**src/rtl/addr_decode_defs.svh**
```systemverilog
// register offsets, field positions, reset values and timing counts of the address decoder
`ifndef ADDR_DECODE_DEFS_SVH
`define ADDR_DECODE_DEFS_SVH

// ==========================================
// register indices (byte address = index * 4)
`define IDX_PART_IDENT_HIGH  8'h1A
`define IDX_PART_IDENT_LOW   8'h1B
`define IDX_MAP_CONTROL_ONE  8'h10
`define IDX_CLOCK_CONTROL    8'h11
`define IDX_FLASH_PRESCALE   8'h12
`define IDX_MODE_STATUS      8'h13
`define IDX_IRQ_STATUS       8'h14
`define IDX_IRQ_MASK         8'h15

// ==========================================
// field positions
`define BIT_INFO_ROW_ON      0
`define BIT_CLK_SRC_OSC      0
`define BIT_MON_RESET_EN     1
`define BIT_EVT_ILLEGAL      0
`define BIT_EVT_OSC_LOST     1
`define BIT_EVT_RSVD_WRITE   2

// ==========================================
// reset values
`define RST_MAP_CONTROL_ONE  8'h00
`define RST_CLOCK_CONTROL    8'h00
`define RST_FLASH_PRESCALE   8'h09
`define RST_IRQ_MASK         8'h00

// ==========================================
// global memory map (18-bit global address)
`define GA_REG_TOP           18'h003FF
`define GA_INFO_BOT          18'h00400
`define GA_INFO_TOP          18'h0047F
`define GA_RAM_BOT           18'h00800
`define GA_RAM_BASE_M1       18'h007FF
`define GA_FLASH_END_P1      19'h40000
`define GA_FLASH_TOP         18'h3FFFF
`define RAM_BYTE_COUNT       18'h00800
`define FLASH_BYTE_COUNT     19'h08000

// ==========================================
// timing
`define MCLK_PERIOD_NS       100
`define OSC_MON_TIMEOUT_NS   100000
`define OSC_MON_CYCLES       (`OSC_MON_TIMEOUT_NS / `MCLK_PERIOD_NS)
`define MODE_CAPTURE_CYCLES  2'd3

`endif

```
**src/rtl/addr_decode_pkg.sv**
```systemverilog
// types shared by the address decoder files
package addr_decode_pkg;

  typedef enum logic [2:0] {
    TGT_NONE    = 3'b000,
    TGT_REG     = 3'b001,
    TGT_INFO    = 3'b010,
    TGT_RAM     = 3'b011,
    TGT_FLASH   = 3'b100,
    TGT_RSVD    = 3'b101,
    TGT_ILLEGAL = 3'b110
  } target_t;

  typedef enum logic {
    SRC_FLL = 1'b0,
    SRC_OSC = 1'b1
  } clk_src_t;

endpackage

```
**src/rtl/sync_two_ff.sv**
```systemverilog
// two flip-flop synchroniser for levels arriving from outside the clock domain
`timescale 1ns/1ns
`default_nettype none

module sync_two_ff #(
  parameter int W = 1
) (
  // clock and reset
  input  wire logic         mclk,
  input  wire logic         rst_n,
  // data
  input  wire logic [W-1:0] async_in,
  output var  logic [W-1:0] sync_out
);

  logic [W-1:0] meta_q;

  always_ff @(posedge mclk or negedge rst_n) begin
    if (!rst_n) begin
      meta_q   <= '0;
      sync_out <= '0;
    end else begin
      meta_q   <= async_in;
      sync_out <= meta_q;
    end
  end

endmodule

`default_nettype wire

```
**src/rtl/tick_divider.sv**
```systemverilog
// divider that turns the bus clock into a one-cycle enable every (div + 1) cycles
`timescale 1ns/1ns
`default_nettype none

module tick_divider (
  // clock and reset
  input  wire logic       mclk,
  input  wire logic       rst_n,
  // control
  input  wire logic [7:0] div,
  output var  logic       tick
);

  logic [7:0] cnt_q;
  logic [7:0] cnt_d;
  logic       tick_d;

  always_comb begin
    tick_d = (cnt_q >= div);
    cnt_d  = tick_d ? 8'h00 : cnt_q + 8'h01;
  end

  always_ff @(posedge mclk or negedge rst_n) begin
    if (!rst_n) begin
      cnt_q <= 8'h00;
      tick  <= 1'b0;
    end else begin
      cnt_q <= cnt_d;
      tick  <= tick_d;
    end
  end

endmodule

`default_nettype wire

```
**src/rtl/global_addr_decode.sv**
```systemverilog
// global address decoder with part identification, clock source and oscillator monitor
`timescale 1ns/1ns
`default_nettype none
`include "addr_decode_defs.svh"

module global_addr_decode #(
  parameter logic [3:0] ID_MAJOR_FAMILY = 4'h5, // arbitrary value
  parameter logic [3:0] ID_MINOR_FAMILY = 4'hA, // arbitrary value
  parameter logic [3:0] ID_MAJOR_MASK   = 4'h1, // arbitrary value
  parameter logic [3:0] ID_MINOR_MASK   = 4'h2  // arbitrary value
) (
  // clock and reset
  input  wire logic                     mclk,
  input  wire logic                     rst_n,
  // ahb-lite slave
  input  wire logic                     hsel,
  input  wire logic [31:0]              haddr,
  input  wire logic [1:0]               htrans,
  input  wire logic                     hwrite,
  input  wire logic [2:0]               hsize,
  input  wire logic [31:0]              hwdata,
  input  wire logic                     hready,
  output var  logic                     hreadyout,
  output var  logic                     hresp,
  output var  logic [31:0]              hrdata,
  // cpu and debug access to decode
  input  wire logic                     acc_valid,
  input  wire logic                     acc_write,
  input  wire logic [17:0]              acc_addr,
  input  wire logic [15:0]              tgt_rdata,
  output var  addr_decode_pkg::target_t acc_target,
  output var  logic                     sel_reg,
  output var  logic                     sel_info,
  output var  logic                     sel_ram,
  output var  logic                     sel_flash,
  output var  logic                     acc_wr_en,
  output var  logic [15:0]              acc_rdata,
  // pins
  input  wire logic                     mode_select_input,
  input  wire logic                     osc_heartbeat,
  // system
  output var  addr_decode_pkg::clk_src_t sys_clk_src,
  output var  logic                     flash_time_tick,
  output var  logic                     mode_normal,
  output var  logic                     sys_reset_req,
  output var  logic                     irq
);
  import addr_decode_pkg::*;

  localparam logic [10:0] MON_LIMIT = 11'(`OSC_MON_CYCLES);

  // ==========================================
  // synchronised pins
  logic [1:0] pin_sync;

  sync_two_ff #(.W(2)) u_pin_sync (
    .mclk     (mclk),
    .rst_n    (rst_n),
    .async_in ({osc_heartbeat, mode_select_input}),
    .sync_out (pin_sync)
  );

  // ==========================================
  // register file state
  logic [7:0]  map_ctl_q, map_ctl_d;
  logic [7:0]  clk_ctl_q, clk_ctl_d;
  logic [7:0]  prescale_q, prescale_d;
  logic [7:0]  irq_stat_q, irq_stat_d;
  logic [7:0]  irq_mask_q, irq_mask_d;
  logic [31:0] rdata_q, rdata_d;
  logic        wr_pend_q, wr_pend_d;
  logic [7:0]  wr_idx_q, wr_idx_d;
  logic [15:0] part_id;
  logic        addr_phase;
  logic        addr_mapped;
  logic [7:0]  addr_idx;
  logic [7:0]  events;

  assign part_id = {ID_MAJOR_FAMILY, ID_MINOR_FAMILY, ID_MAJOR_MASK, ID_MINOR_MASK};

  assign addr_phase  = hsel && hready && htrans[1];
  assign addr_idx    = haddr[9:2];
  assign addr_mapped = (haddr[31:10] == 22'h000000);
  assign hreadyout   = 1'b1;
  assign hresp       = 1'b0;
  assign hrdata      = rdata_q;

  // ==========================================
  // address decode
  target_t     tgt;
  logic [18:0] flash_low;
  logic [18:0] ram_top;

  always_comb begin
    ram_top   = {1'b0, `GA_RAM_BASE_M1} + {1'b0, `RAM_BYTE_COUNT};
    flash_low = `GA_FLASH_END_P1 - `FLASH_BYTE_COUNT;
    tgt       = TGT_NONE;
    if (!acc_valid) begin
      tgt = TGT_NONE;
    end else if (acc_addr <= `GA_REG_TOP) begin
      tgt = TGT_REG;
    end else if (acc_addr >= `GA_INFO_BOT && acc_addr <= `GA_INFO_TOP) begin
      tgt = map_ctl_q[`BIT_INFO_ROW_ON] ? TGT_INFO : TGT_RSVD;
    end else if (acc_addr < `GA_RAM_BOT) begin
      tgt = TGT_RSVD;
    end else if ({1'b0, acc_addr} <= ram_top) begin
      tgt = TGT_RAM;
    end else if ({1'b0, acc_addr} >= flash_low && acc_addr <= `GA_FLASH_TOP) begin
      tgt = TGT_FLASH;
    end else begin
      tgt = TGT_ILLEGAL;
    end
  end

  assign acc_target = tgt;
  assign sel_reg    = (tgt == TGT_REG);
  assign sel_info   = (tgt == TGT_INFO);
  assign sel_ram    = (tgt == TGT_RAM);
  assign sel_flash  = (tgt == TGT_FLASH);
  assign acc_wr_en  = acc_write && (sel_reg || sel_info || sel_ram || sel_flash);

  logic [15:0] acc_rdata_d;

  always_comb begin
    acc_rdata_d = (sel_reg || sel_info || sel_ram || sel_flash) ? tgt_rdata : 16'h0000;
  end

  // ==========================================
  // oscillator monitor
  logic        hb_dly_q;
  logic [10:0] mon_cnt_q, mon_cnt_d;
  logic        mon_timeout;

  always_comb begin
    mon_cnt_d = mon_cnt_q;
    if (pin_sync[1] != hb_dly_q) begin
      mon_cnt_d = 11'h000;
    end else if (mon_cnt_q < MON_LIMIT) begin
      mon_cnt_d = mon_cnt_q + 11'h001;
    end
    mon_timeout = (mon_cnt_q == MON_LIMIT - 11'h001) && (mon_cnt_d == MON_LIMIT);
  end

  always_ff @(posedge mclk or negedge rst_n) begin
    if (!rst_n) begin
      hb_dly_q  <= 1'b0;
      mon_cnt_q <= 11'h000;
    end else begin
      hb_dly_q  <= pin_sync[1];
      mon_cnt_q <= mon_cnt_d;
    end
  end

  // ==========================================
  // mode capture after reset release
  logic [1:0] cap_cnt_q, cap_cnt_d;
  logic       mode_q, mode_d;

  always_comb begin
    cap_cnt_d = cap_cnt_q;
    mode_d    = mode_q;
    if (cap_cnt_q != `MODE_CAPTURE_CYCLES) begin
      cap_cnt_d = cap_cnt_q + 2'd1;
    end
    if (cap_cnt_q == `MODE_CAPTURE_CYCLES - 2'd1) begin
      mode_d = pin_sync[0];
    end
  end

  always_ff @(posedge mclk or negedge rst_n) begin
    if (!rst_n) begin
      cap_cnt_q <= 2'd0;
      mode_q    <= 1'b0;
    end else begin
      cap_cnt_q <= cap_cnt_d;
      mode_q    <= mode_d;
    end
  end

  assign mode_normal = mode_q;

  // ==========================================
  // events and reset request
  logic rst_req_d;

  always_comb begin
    events = 8'h00;
    events[`BIT_EVT_ILLEGAL]    = (tgt == TGT_ILLEGAL);
    events[`BIT_EVT_OSC_LOST]   = mon_timeout;
    events[`BIT_EVT_RSVD_WRITE] = (tgt == TGT_RSVD) && acc_write;
    rst_req_d = events[`BIT_EVT_ILLEGAL] || (mon_timeout && clk_ctl_q[`BIT_MON_RESET_EN]);
  end

  // ==========================================
  // register bus
  always_comb begin
    map_ctl_d  = map_ctl_q;
    clk_ctl_d  = clk_ctl_q;
    prescale_d = prescale_q;
    irq_mask_d = irq_mask_q;
    irq_stat_d = irq_stat_q;
    rdata_d    = 32'h00000000;
    wr_pend_d  = addr_phase && hwrite && addr_mapped;
    wr_idx_d   = addr_idx;
    if (wr_pend_q) begin
      unique case (wr_idx_q)
        `IDX_MAP_CONTROL_ONE: map_ctl_d  = hwdata[7:0];
        `IDX_CLOCK_CONTROL:   clk_ctl_d  = hwdata[7:0];
        `IDX_FLASH_PRESCALE:  prescale_d = hwdata[7:0];
        `IDX_IRQ_MASK:        irq_mask_d = hwdata[7:0];
        default:              ;
      endcase
    end
    if (addr_phase && !hwrite && addr_mapped) begin
      unique case (addr_idx)
        `IDX_PART_IDENT_HIGH: rdata_d = {24'h000000, part_id[15:8]};
        `IDX_PART_IDENT_LOW:  rdata_d = {24'h000000, part_id[7:0]};
        `IDX_MAP_CONTROL_ONE: rdata_d = {24'h000000, map_ctl_q};
        `IDX_CLOCK_CONTROL:   rdata_d = {24'h000000, clk_ctl_q};
        `IDX_FLASH_PRESCALE:  rdata_d = {24'h000000, prescale_q};
        `IDX_MODE_STATUS:     rdata_d = {31'h00000000, mode_q};
        `IDX_IRQ_STATUS: begin
          rdata_d    = {24'h000000, irq_stat_q};
          irq_stat_d = 8'h00;
        end
        `IDX_IRQ_MASK:        rdata_d = {24'h000000, irq_mask_q};
        default:              rdata_d = 32'h00000000;
      endcase
    end
    // events win over the read clear
    irq_stat_d = irq_stat_d | events;
  end

  always_ff @(posedge mclk or negedge rst_n) begin
    if (!rst_n) begin
      map_ctl_q     <= `RST_MAP_CONTROL_ONE;
      clk_ctl_q     <= `RST_CLOCK_CONTROL;
      prescale_q    <= `RST_FLASH_PRESCALE;
      irq_mask_q    <= `RST_IRQ_MASK;
      irq_stat_q    <= 8'h00;
      rdata_q       <= 32'h00000000;
      wr_pend_q     <= 1'b0;
      wr_idx_q      <= 8'h00;
      acc_rdata     <= 16'h0000;
      sys_reset_req <= 1'b0;
      irq           <= 1'b0;
    end else begin
      map_ctl_q     <= map_ctl_d;
      clk_ctl_q     <= clk_ctl_d;
      prescale_q    <= prescale_d;
      irq_mask_q    <= irq_mask_d;
      irq_stat_q    <= irq_stat_d;
      rdata_q       <= rdata_d;
      wr_pend_q     <= wr_pend_d;
      wr_idx_q      <= wr_idx_d;
      acc_rdata     <= acc_rdata_d;
      sys_reset_req <= rst_req_d;
      irq           <= |(irq_stat_d & irq_mask_d);
    end
  end

  // ==========================================
  // clocks
  // one source for core and bus
  assign sys_clk_src = clk_ctl_q[`BIT_CLK_SRC_OSC] ? SRC_OSC : SRC_FLL;

  tick_divider u_flash_tick (
    .mclk  (mclk),
    .rst_n (rst_n),
    .div   (prescale_q),
    .tick  (flash_time_tick)
  );

endmodule

`default_nettype wire

```
**config.mk**
```make
export PLATFORM = sky130hd
export DESIGN_NAME = global_addr_decode
export DESIGN_NICKNAME = d
export VERILOG_FILES = /design/src/rtl/addr_decode_pkg.sv /design/src/rtl/sync_two_ff.sv /design/src/rtl/tick_divider.sv /design/src/rtl/global_addr_decode.sv
export VERILOG_INCLUDE_DIRS = /design/src /design/src/rtl
export SDC_FILE = /design/constraint.sdc
export NUM_CORES = 1
export LEC_CHECK = 0
export BUFFER_PORTS_ARGS = -buffer_cell sky130_fd_sc_hd__buf_4
export CORE_ASPECT_RATIO = 1.2
export CORE_MARGIN = 8
export CORE_UTILIZATION = 45
export CTS_BUF_LIST = sky130_fd_sc_hd__clkbuf_4 sky130_fd_sc_hd__clkbuf_8 sky130_fd_sc_hd__clkbuf_16
export DETAILED_ROUTE_END_ITERATION = 10
export GPL_ROUTABILITY_DRIVEN = 1
export PLACE_DENSITY = 0.78
export SYNTH_ARGS = -nofsm -noshare
export SYNTH_HDL_FRONTEND = slang
export SYNTH_SLANG_ARGS = --single-unit
```
**constraint.sdc**
```tcl
create_clock -name mclk -period 2.7 [get_ports mclk]
set_input_delay 0.54 -clock mclk [delete_from_list [all_inputs] [get_ports mclk]]
set_output_delay 0.54 -clock mclk [all_outputs]
set_load 0.02 [all_outputs]
```
# Yosys cells after proc, flatten, opt, wreduce, memory -nomap -nowiden
# Cells that the tools add are included.
# Widths: inputs -> output; s select.
# totals
ff_bits	127
output_inout_bits	63
elab_cells	96
# classes
n_addsub	3
n_mux	18
bitwise_logic	2
n_reduce_logical	22
n_eq_ne	23
order_cmp	9
# ops
cell	n
$eq 8x5->1 const B	12
$pmux 8 s8	1
$mux 8	6
$eq 11x10->1 const B	2
$logic_not 22->1	1
$mux 11	2
$ge 18x11->1 const B	1
$ge 18x18->1 const B	1
$le 18x10->1 const B	1
$le 18x11->1 const B	1
$le 18x12->1 const B	1
$le 18x18->1 const B	1
$lt 18x12->1 const B	1
$mux 3	6
$mux 16	1
$logic_and 1x1->1	12
$add 11x1->11 const B	1
$lt 11x10->1 const B	1
$eq 3x3->1 const B	3
$add 8x1->8 const B	1
$and 8x8->8	1
$ge 8x8->1	1
$or 8x3->8	1
$reduce_or 8->1	1
other kinds (11)	17

# Depth between registers and ports, before layout
# Gate-level depths: netlist (run 1).
# logic_depth
ltp_word	13
ltp_mapped	8
ltp_nobuf	8

# Hierarchy
# A second synthesis (run 1) with hierarchy kept.
# unflattened
hier_cells	410
area_unflattened_um2	4867.2
# by_module_without_submodules
mod	cells_per_inst	area_per_inst_um2	instances
global_addr_decode	351	4186.5	1
tick_divider	55	580.6	1
sync_two_ff	4	100.1	1

# Worst setup path after synthesis (run 1)
# OpenSTA, ideal clock, no wires.
# synth_path
path_kind	in2reg
startpoint	input haddr[7]
endpoint	register irq
cell_stages	7
setup_time_ns	0.124
required_time_ns	2.576
slack_ns	-0.107
arrival_time_ns	2.683
path_buffers	1
path_cell_list	or4b_4 > or3_4 > or4_4 > buf_6 > a21o_1 > a22o_1 > a211o_1
# synth_between
elab_chain_len	6
# synth_rtl
element	line	text
start, declared	global_addr_decode.sv:17	input wire logic [31:0] haddr,
$eq 8x5->1	global_addr_decode.sv:215	unique case (addr_idx)
$mux 8	global_addr_decode.sv:215	
$mux 8	global_addr_decode.sv:214	if (addr_phase && !hwrite && addr_mapped) begin
$or 8x3->8	global_addr_decode.sv:231	irq_stat_d = irq_stat_d | events;
named net irq_stat_d[0]	global_addr_decode.sv:68	logic [7:0] irq_stat_q, irq_stat_d;
$and 8x8->8	global_addr_decode.sv:258	irq <= |(irq_stat_d & irq_mask_d);
$reduce_or 8->1	global_addr_decode.sv:258	
end signal, assigned	global_addr_decode.sv:258	
end, declared	global_addr_decode.sv:46	output var logic irq
# The timed path passes the listed nets, and every way through them passes these cells.
# A chain may end at the register's enable or synchronous reset.

# Worst setup path in the final report (run 1)
# layout_path
startpoint	input acc_addr[14]
endpoint	output acc_wr_en
# layout_between
elab_chain_len	13
elab_cells_between_ends	23
classes_between	order compare (7); eq/ne (4); mux (6); reduce/logical (6)
# layout_rtl
element	line	text
start, declared	global_addr_decode.sv:29	input wire logic [17:0] acc_addr,
$ge 18x18->1 or $le 18x18->1 (tied branches)	--	
$logic_and 1x1->1 (no source line)	--	
$mux 2	global_addr_decode.sv:108	end else if ({1'b0, acc_addr} >= flash_low && acc_addr <= `GA_FLASH_TOP) begin
$mux 3	global_addr_decode.sv:106	end else if ({1'b0, acc_addr} <= ram_top) begin
$mux 3	global_addr_decode.sv:104	end else if (acc_addr < `GA_RAM_BOT) begin
$mux 3	global_addr_decode.sv:102	end else if (acc_addr >= `GA_INFO_BOT && acc_addr <= `GA_INFO_TOP) begin
$mux 3 *	global_addr_decode.sv:100	end else if (acc_addr <= `GA_REG_TOP) begin
$mux 3 *	global_addr_decode.sv:98	if (!acc_valid) begin
$eq 3x1->1 or $eq 3x2->1 (tied branches)	global_addr_decode.sv:116, global_addr_decode.sv:117	
$logic_or 1x1->1 (2 in series)	global_addr_decode.sv:120	assign acc_wr_en = acc_write && (sel_reg || sel_info || sel_ram || sel_flash);
$logic_or 1x1->1 *	global_addr_decode.sv:120	
$logic_and 1x1->1 *	global_addr_decode.sv:120	
end, declared	global_addr_decode.sv:36	output var logic acc_wr_en,
# Every way passes the cells marked *; elsewhere a longest branch is shown, timed or not.

==> impl_metrics.yaml, run 1 <==
layout:
  final_common_cell: "buf_4"
  diodes: 0
  drive_gt1_frac: 0.3574
  nNetsFinal: 659
  final_area_um2: 6058
  fin_util: 0.5818
  fill_cells: 890
  area_growth_pct: 27.22
  layout_common_cells: "buf_4 (121), dfrtp_1 (101), mux2_2 (33)"
placement:
  hpwl_um: 8473
  place_congestion: 0.8340
  portBuffers: 111
  place_area_um2: 5713
timing:
  rsz0062_at_grt: "no"
  fin_crit_sh: 0.9669
  relSlewSlack: 0.5384
  skew_ns: 0.007136
  min_period_ns: 2.611
  holdWs_ns: 0.2358
  finalHoldViolCount: 0
  tns_ns: 0
  max_freq_mhz: 383.0
  setup_violations: 0
  worst_pin_slew_ns: 0.6924
  slew_viol_final: 0
detailed_routing:
  first_pass_iters: 4
  drc: 0
  detail_route.vias_per_cell: 5.181
  drt_iter0_drc: 168
  via_count: 3466
  drt-total-wl_um: 10890
  wl_per_cell_um: 16.28
  postRouteAntennaNets: 0
critical_path:
  startpoint_type: "input pin"
  criticalPathCategory: "input pin to output port"
  required_ns: 2.16
  crit_fanout: 4
  end_kind: "output port"
  worstPathArrival_ns: 2.07
  reg2regPathDepth: 6
synthesis:
  netlist_area_um2: 4762
  synth_sequential_area_ratio: 0.5418
  synth_edf_count: 0
  syn_inst: 411
  ys_ff_latch: 103
  ys.flop_type: "dfrtp_1"
  async_flop_share: 1.000
  yosysWarningCount: 0
  synth_cell_types: 58
  avgSynthCellArea_um2: 11.59
cts:
  cts_tree: "yes"
  worstSkewPairLatency_ns: 0.34
  clk_pin_slew_ns: 0.07
  clk_path_buf_depth: 2
  htree_num_levels: 3
  cts_root_buffer: "clkbuf_16"
  cts-buffers-inserted: 9
  ctsHoldBuffers: 0
  cts.sinks: 103
power_and_ir_drop:
  power.density_nw_per_um2: 606.8
  p_total_mw: 3.676
  ir_drop_v: 0.0003115
  leakagePower_nw: 2.983
global_route:
  grt_pass1_vias: 3689
  antenna_found_initial: 0
  grt.total_usage: 0.1602
  grt_pass1_wl_um: 17930
  grt_overflow: 0
  grt_max_degree: 56
floorplan:
  pin_count: 175
  chipHeight_um: 128.7
  rows: 41
  design.core.area_um2: 10410
  start_util: 0.4573
  die_area_um2: 14140
  dieWidth_um: 109.9
job:
  drv_cap: 0
run_status:
  outcome: "completed"
worst_hold_path:
  hold_path.class: "input pin to asynchronous set/reset pin"
[cell usage after synthesis (8+ instances only)]
cell type | instances | area share
dfrtp_1 | 101 | 0.53
inv_1 | 14 | 0.011
and2_1 | 20 | 0.026
o21ai_0 | 10 | 0.011
nor2_1 | 28 | 0.022
buf_4 | 26 | 0.041
xor2_1 | 9 | 0.017
mux2_2 | 33 | 0.078
a31oi_1 | 8 | 0.011
nor3_1 | 8 | 0.0084
ha_1 | 12 | 0.032
nand2_1 | 26 | 0.020
a21oi_1 | 14 | 0.015
[through the flow]
stage | std cells | setup slack, ns
floorplan | 435 | 0.01373
global placement | 653 | -0.07127
detailed placement | 653 | -0.07934
CTS | 669 | 0.06904
global route | 669 | 0.01315
finish | 669 | 0.08934
[cell families (layout without fill, tap and decap cells)]
| group | count (synthesis) | after routing | share of synthesized area |
|---|---|---|---|
| AO/OA/AOI/OAI | 57 | 57 | 0.07830 |
| XOR/XNOR | 14 | 14 | 0.02575 |
| adder cells (fa/ha/maj) | 12 | 12 | 0.03153 |
| buffers and inverters | 47 | 152 | 0.05912 |
| flip-flops | 103 | 103 | 0.5418 |
| multiplexers | 41 | 41 | 0.1027 |
| other | 2 | 26 | 0.001577 |
| AND/OR/NAND/NOR | 135 | 135 | 0.1592 |
[layout make-up]
class                           instances  area [um^2]  share of cell area
Sequential cell                       103         2580              0.4259
Multi-Input combinational cell        285         2008              0.3315
Timing Repair Buffer                  122        928.4              0.1532
Clock buffer                            9        225.2             0.03717
Tap cell                              129        161.4             0.02664
Clock inverter                          7        102.6             0.01694
Inverter                               14        52.55            0.008674
[sequential cells by signal, indices dropped and copies added (netlist names)]
register             cells
map_ctl_q                8
prescale_q               8
mode_normal              1
wr_idx_q                 8
acc_rdata               16
irq_stat_q               8
u_flash_tick.cnt_q       8
cap_cnt_q                2
hb_dly_q                 1
irq_mask_q               8
sys_reset_req            1
u_flash_tick.tick        1
clk_ctl_q                8
wr_pend_q                1
u_pin_sync.sync_out      2
u_pin_sync.meta_q        2
mon_cnt_q               11
irq                      1
hrdata                   8
[report_power, final]
group | internal (mW) | leakage, nW | total, mW | switching, mW
Sequential | 1.64 | 1.35 | 1.72 | 0.0873
Combinational | 0.252 | 1.48 | 0.552 | 0.300
Clock | 0.822 | 0.157 | 1.40 | 0.580
Total | 2.71 | 2.98 | 3.68 | 0.967
[metal layers]
metal / share of wire / global-route usage / vias to the layer above
met5: 0 / 0 / -
li1: - / - / 1651
met4: 0.016 / 0.04379 / 0
met2: 0.55 / 0.2925 / 95
met3: 0.065 / 0.05353 / 15
met1: 0.37 / 0.1689 / 1705
[critical path, stage by stage]
cell	delay, ns
buf_4	0.11
or4_1	0.60
nor3_4	0.20
nor2_1	0.11
and3b_1	0.24
and2_1	0.12
buf_4	0.13
[final timing paths]
check	from	endpoint	slack [ns]
setup / recovery	acc_addr[14]	acc_wr_en	0.09
hold / removal	rst_n	wr_idx_q[5]	0.24
setup reg to reg	wr_idx_q[3]	irq	0.23
hold reg to reg	u_pin_sync.meta_q[1]	u_pin_sync.sync_out[1]	0.35
max in group asynchronous	rst_n	mon_cnt_q[8]	1.77
min in group mclk	mode_select_input	u_pin_sync.meta_q[0]	0.30
[what timing repair did]
item | 4_1_cts | 5_1_grt
setup buffers | 0 | 0
setup endpoints to repair | 2 | 1
gates cloned | 0 | 0
gates resized for setup | 1 | 2
(Power assumes the default switching activity.)
==> run 2, diff against run 1 <==
--- a/config.mk
+++ b/config.mk
@@ -9,11 +9,11 @@
 export BUFFER_PORTS_ARGS = -buffer_cell sky130_fd_sc_hd__buf_4
 export CORE_ASPECT_RATIO = 1.2
 export CORE_MARGIN = 8
-export CORE_UTILIZATION = 45
+export CORE_UTILIZATION = 43
 export CTS_BUF_LIST = sky130_fd_sc_hd__clkbuf_4 sky130_fd_sc_hd__clkbuf_8 sky130_fd_sc_hd__clkbuf_16
 export DETAILED_ROUTE_END_ITERATION = 10
 export GPL_ROUTABILITY_DRIVEN = 1
-export PLACE_DENSITY = 0.78
+export PLACE_DENSITY = 0.75
 export SYNTH_ARGS = -nofsm -noshare
 export SYNTH_HDL_FRONTEND = slang
 export SYNTH_SLANG_ARGS = --single-unit
==> impl_metrics.yaml, run 2 (synthesis gave the netlist of run 1 again) <==
run_status:
  outcome: "completed"
detailed_routing:
  via_count: 3486
  drt-total-wl_um: 10790
  detail_route.vias_per_cell: 5.180
  drt_iter0_drc: 155
  wl_per_cell_um: 16.03
  first_pass_iters: 5
  drc: 0
  postRouteAntennaNets: 0
timing:
  slew_viol_final: 0
  setup_violations: 0
  worst_pin_slew_ns: 0.5914
  fin_crit_sh: 0.9543
  rsz0062_at_grt: "no"
  min_period_ns: 2.577
  relSlewSlack: 0.6031
  holdWs_ns: 0.2612
  max_freq_mhz: 388.1
  tns_ns: 0
  skew_ns: 0.008424
  finalHoldViolCount: 0
critical_path:
  required_ns: 2.16
  reg2regPathDepth: 6
  startpoint_type: "input pin"
  end_kind: "output port"
  criticalPathCategory: "input pin to output port"
  crit_fanout: 4
  rr_endpoint: "irq"
  reg2reg_from: "wr_idx_q[3]"
  worstPathArrival_ns: 2.04
  ff2ff_setup_slack_ns: 0.27
global_route:
  grt_pass1_wl_um: 17840
  grt_pass1_vias: 3710
  grt.total_usage: 0.1486
  grt_max_degree: 104
  grt_overflow: 0
  antenna_found_initial: 0
cts:
  worstSkewPairLatency_ns: 0.34
  clk_path_buf_depth: 2
  htree_num_levels: 3
  cts_tree: "yes"
  cts_root_buffer: "clkbuf_16"
  cts.sinks: 103
  clk_pin_slew_ns: 0.07
  cts-buffers-inserted: 9
layout:
  area_growth_pct: 27.90
  multiInputGateArea_um2: 2002
  layout_common_cells: "buf_4 (122), dfrtp_1 (101), mux2_2 (33)"
  seq_area_um2: 2580
  final_common_cell: "buf_4"
  fill_cells: 930
  diodes: 0
  fin_util: 0.5572
  largest-register: "acc_rdata"
  nNetsFinal: 660
  reg_top3: "acc_rdata: 16 flops, mon_cnt_q: 11 flops"
  drive_gt1_frac: 0.3586
  largest_reg_flops: 16
power_and_ir_drop:
  ir_drop_v: 0.0003608
  p_total_mw: 3.765
  power.density_nw_per_um2: 618.1
  power_switching_share: 0.2496
  pwr-share-comb: 0.148
  internal_power_mw: 2.825
  power_frac_seq: 0.457
  leakagePower_nw: 3.003
  pwr-share-clk: 0.395
  switchingPower_mw: 0.9398
floorplan:
  chipHeight_um: 131.3
  design.core.area_um2: 10930
  dieWidth_um: 112.1
  rows: 42
  start_util: 0.4357
  die_area_um2: 14710
  pin_count: 175
placement:
  hpwl_um: 8389
  place_congestion: 0.7806
  portBuffers: 111
job:
  drv_cap: 0
worst_hold_path:
  hold_path.class: "input pin to asynchronous set/reset pin"
-- run 2: cell count changes in the layout (fill, tap and decap cells not counted) --
cell,previous run,this run
buf_4,121,122
bufinv_16,2,3
clkbuf_8,0,1
clkinvlp_4,1,0
inv_6,2,1
nor3_2,0,1
nor3_4,1,0
-- run 2: area by class of cell --
cell class,instances,share of cell area
Multi-Input combinational cell,285,0.3287
Inverter,14,0.008628
Clock inverter,6,0.01910
Clock buffer,10,0.03924
Sequential cell,103,0.4236
Timing Repair Buffer,123,0.1537
Tap cell,132,0.02712
-- run 2: worst max-delay path by stage --
stage                  from        end  cells past startpoint
6_report       acc_addr[14]  acc_wr_en                      8
4_1_cts        acc_addr[14]  acc_wr_en                      8
3_3_place_gp       haddr[8]        irq                      7
2_1_floorplan      haddr[8]        irq                      7
3_5_place_dp       haddr[8]        irq                      7
5_1_grt        acc_addr[14]  acc_wr_en                      8
-- run 2: worst max-delay path, cell delays in order --
cell	delay, ns
buf_4	0.10
or4_1	0.55
nor3_2	0.12
buf_4	0.14
nor2_1	0.07
and3b_1	0.25
and2_1	0.13
buf_4	0.14
-- run 2: power by group through the flow --
stage	combinational, mW	sequential (mW)	clock [mW]
2_1_floorplan	0.329	1.75	0
3_3_place_gp	0.525	1.75	0
3_5_place_dp	0.556	1.75	0
4_1_cts	0.560	1.72	1.53
5_1_grt	0.618	1.73	1.59
6_report	0.556	1.72	1.49
-- run 2: metal layers --
layer,up-vias,global-route usage,share of wire
li1,1656,-,-
met1,1705,0.1511,0.38
met2,106,0.2796,0.54
met3,19,0.04858,0.065
met4,0,0.04658,0.018
met5,-,0,0
-- run 2: what timing repair did --
item	CTS	global route
gates resized for setup	0	2
buffers inserted	0	0
endpoints found under the setup margin	0	1
hold buffers	0	0
-- run 2: per-stage QoR --
step	setup WS [ns]	std cells	instance area, um^2
floorplan	0.01373	435	4852
global placement	-0.06725	657	5724
detailed placement	-0.07936	657	5724
CTS	0.08558	673	6080
global route	0.01038	673	6091
finish	0.1235	673	6091
==> run 3, diff against run 2 <==
==> constraint.sdc (replaced) <==
create_clock -name mclk -period 2.7 [get_ports mclk]
set_input_delay 0.81 -clock mclk [delete_from_list [all_inputs] [get_ports mclk]]
set_output_delay 0.81 -clock mclk [all_outputs]
set_load 0.02 [all_outputs]
==> impl_metrics.yaml, run 3 (synthesis gave the netlist of run 1 again) <==
run_status:
  outcome: "finished with violations"
  violations: "negative setup slack"
global_route:
  grt_overflow: 0
  grt_pass1_wl_um: 19820
  grt_max_degree: 43
  grt_pass1_vias: 4046
  antenna_found_initial: 0
  grt.total_usage: 0.1667
layout:
  largest-register: "acc_rdata"
  drive_gt1_frac: 0.3975
  nNetsFinal: 680
  final_common_cell: "buf_4"
  reg_top3: "acc_rdata: 16 flops, mon_cnt_q: 11 flops"
  diodes: 0
  area_growth_pct: 32.32
  fill_cells: 935
  largest_reg_flops: 16
  layout_common_cells: "buf_4 (132), dfrtp_1 (101), mux2_2 (33)"
detailed_routing:
  postRouteAntennaNets: 0
  detail_route.vias_per_cell: 5.201
  via_count: 3604
  drc: 0
  drt-total-wl_um: 12000
  drt_iter0_drc: 83
  first_pass_iters: 4
  wl_per_cell_um: 17.32
floorplan:
  rows: 42
  start_util: 0.4357
  dieWidth_um: 112.1
  design.core.area_um2: 10930
  die_area_um2: 14710
  chipHeight_um: 131.3
  pin_count: 175
job:
  drv_cap: 0
worst_hold_path:
  hold_start: "u_pin_sync.meta_q[0]"
  hold_end: "u_pin_sync.sync_out[0]"
  hold_depth: 0
  hold_path.class: "flip-flop to flip-flop"
power_and_ir_drop:
  pwr-share-clk: 0.362
  power_switching_share: 0.2618
  p_total_mw: 3.622
  leakagePower_nw: 3.115
  ir_drop_v: 0.0003641
  internal_power_mw: 2.674
  power_frac_seq: 0.477
  pwr-share-comb: 0.161
  switchingPower_mw: 0.9482
  power.density_nw_per_um2: 574.9
critical_path:
  reg2reg_from: "wr_idx_q[3]"
  worstPathArrival_ns: 2.28
  slowest_stage: "or4_4"
  required_ns: 1.89
  criticalPathCategory: "input pin to output port"
  path_common_cell: "buf_4"
  critical_path.cell_chain: "buf_6, or4_4, nor3_4, buf_4, nand2_4, a31oi_2, buf_4"
  rr_endpoint: "irq"
  slowest_delay_ns: 0.55
  end_kind: "output port"
  reg2regPathDepth: 6
  worst-path-buf-inv: 3
  startpoint_type: "input pin"
  ff2ff_setup_slack_ns: 0.34
  critPathTopFamily: "simple AND/OR/NAND/NOR gates"
  crit_fanout: 5
cts:
  clk_pin_slew_ns: 0.07
  worstSkewPairLatency_ns: 0.34
  cts-buffers-inserted: 9
  htree_num_levels: 3
  ctsHoldBuffers: 0
  cts_root_buffer: "clkbuf_16"
  clk_path_buf_depth: 2
  cts_tree: "yes"
  cts.sinks: 103
timing:
  holdWs_ns: 0.3521
  slew_viol_final: 0
  max_freq_mhz: 323.1
  skew_ns: 0.005134
  min_period_ns: 3.095
  worst_pin_slew_ns: 0.5794
  relSlewSlack: 0.6111
  finalHoldViolCount: 0
  setup_violations: 8
  rsz0062_at_grt: "yes"
  fin_crit_sh: 1.146
  finalWorstSetupSlack_ns: -0.3947
placement:
  place_congestion: 0.8810
  portBuffers: 111
  hpwl_um: 9370
[run 3: changes by cell type in the layout (fill, tap and decap cells not counted), moves of 2 or more]
| cell | before | now |
|---|---|---|
| nor3_4 | 0 | 3 |
| buf_4 | 122 | 132 |
| buf_6 | 0 | 10 |
| a31oi_1 | 8 | 6 |
| nor3_1 | 7 | 5 |
| bufinv_16 | 3 | 1 |
| nor2_2 | 0 | 2 |
| nor2_1 | 28 | 26 |
| clkinv_2 | 0 | 2 |
[run 3: power groups by stage]
stage / Sequential (mW) / Combinational, mW / Clock, mW
floorplan: 1.75 / 0.333 / 0
global placement: 1.75 / 0.544 / 0
detailed placement: 1.76 / 0.581 / 0
CTS: 1.73 / 0.589 / 1.35
global route: 1.74 / 0.658 / 1.42
finish: 1.73 / 0.583 / 1.31
[run 3: what timing repair did]
item                       CTS  global route
setup endpoints to repair    8             8
pin swaps                    5             1
buffers inserted             1             1
gates resized for setup     14             1
[run 3: stage by stage]
step	cell area [um^2]	util	TNS, ns	std cells	worst slack (ns)
after global routing	6301	0.5765	-2.386	693	-0.4317
after CTS	6290	0.5754	-1.865	692	-0.3720
final	6301	0.5765	-2.068	693	-0.3947
after detailed placement	5911	0.5408	-3.271	675	-0.5190
after floorplan	4905	-	-1.375	435	-0.2603
after global placement	5911	0.5408	-2.841	675	-0.4287
[run 3: routing by layer]
metal  part of all wire  global-route usage
met3              0.063             0.04445
met1               0.39              0.1787
met2               0.53              0.2998
met4              0.023             0.07513
met5                  0                   0
[run 3: worst max path at each step]
stage / depth (start not counted) / to / from
final: 7 / acc_target[0] / acc_addr[13]
after global routing: 7 / acc_target[0] / acc_addr[13]
after CTS: 7 / acc_wr_en / acc_addr[13]
after detailed placement: 6 / acc_target[0] / acc_addr[14]
after global placement: 6 / sel_info / acc_addr[14]
after floorplan: 6 / acc_wr_en / acc_addr[14]
[run 3: layout make-up]
cell class                 count  area (um^2)  share of cell area
clock inverter                 5        56.30            0.008936
tap                          132        165.2             0.02621
timing repair buffer         143         1124              0.1783
multi-input combinational    285         2071              0.3286
sequential                   103         2580              0.4095
inverter                      14        52.55            0.008340
clock buffer                  11        252.7             0.04011
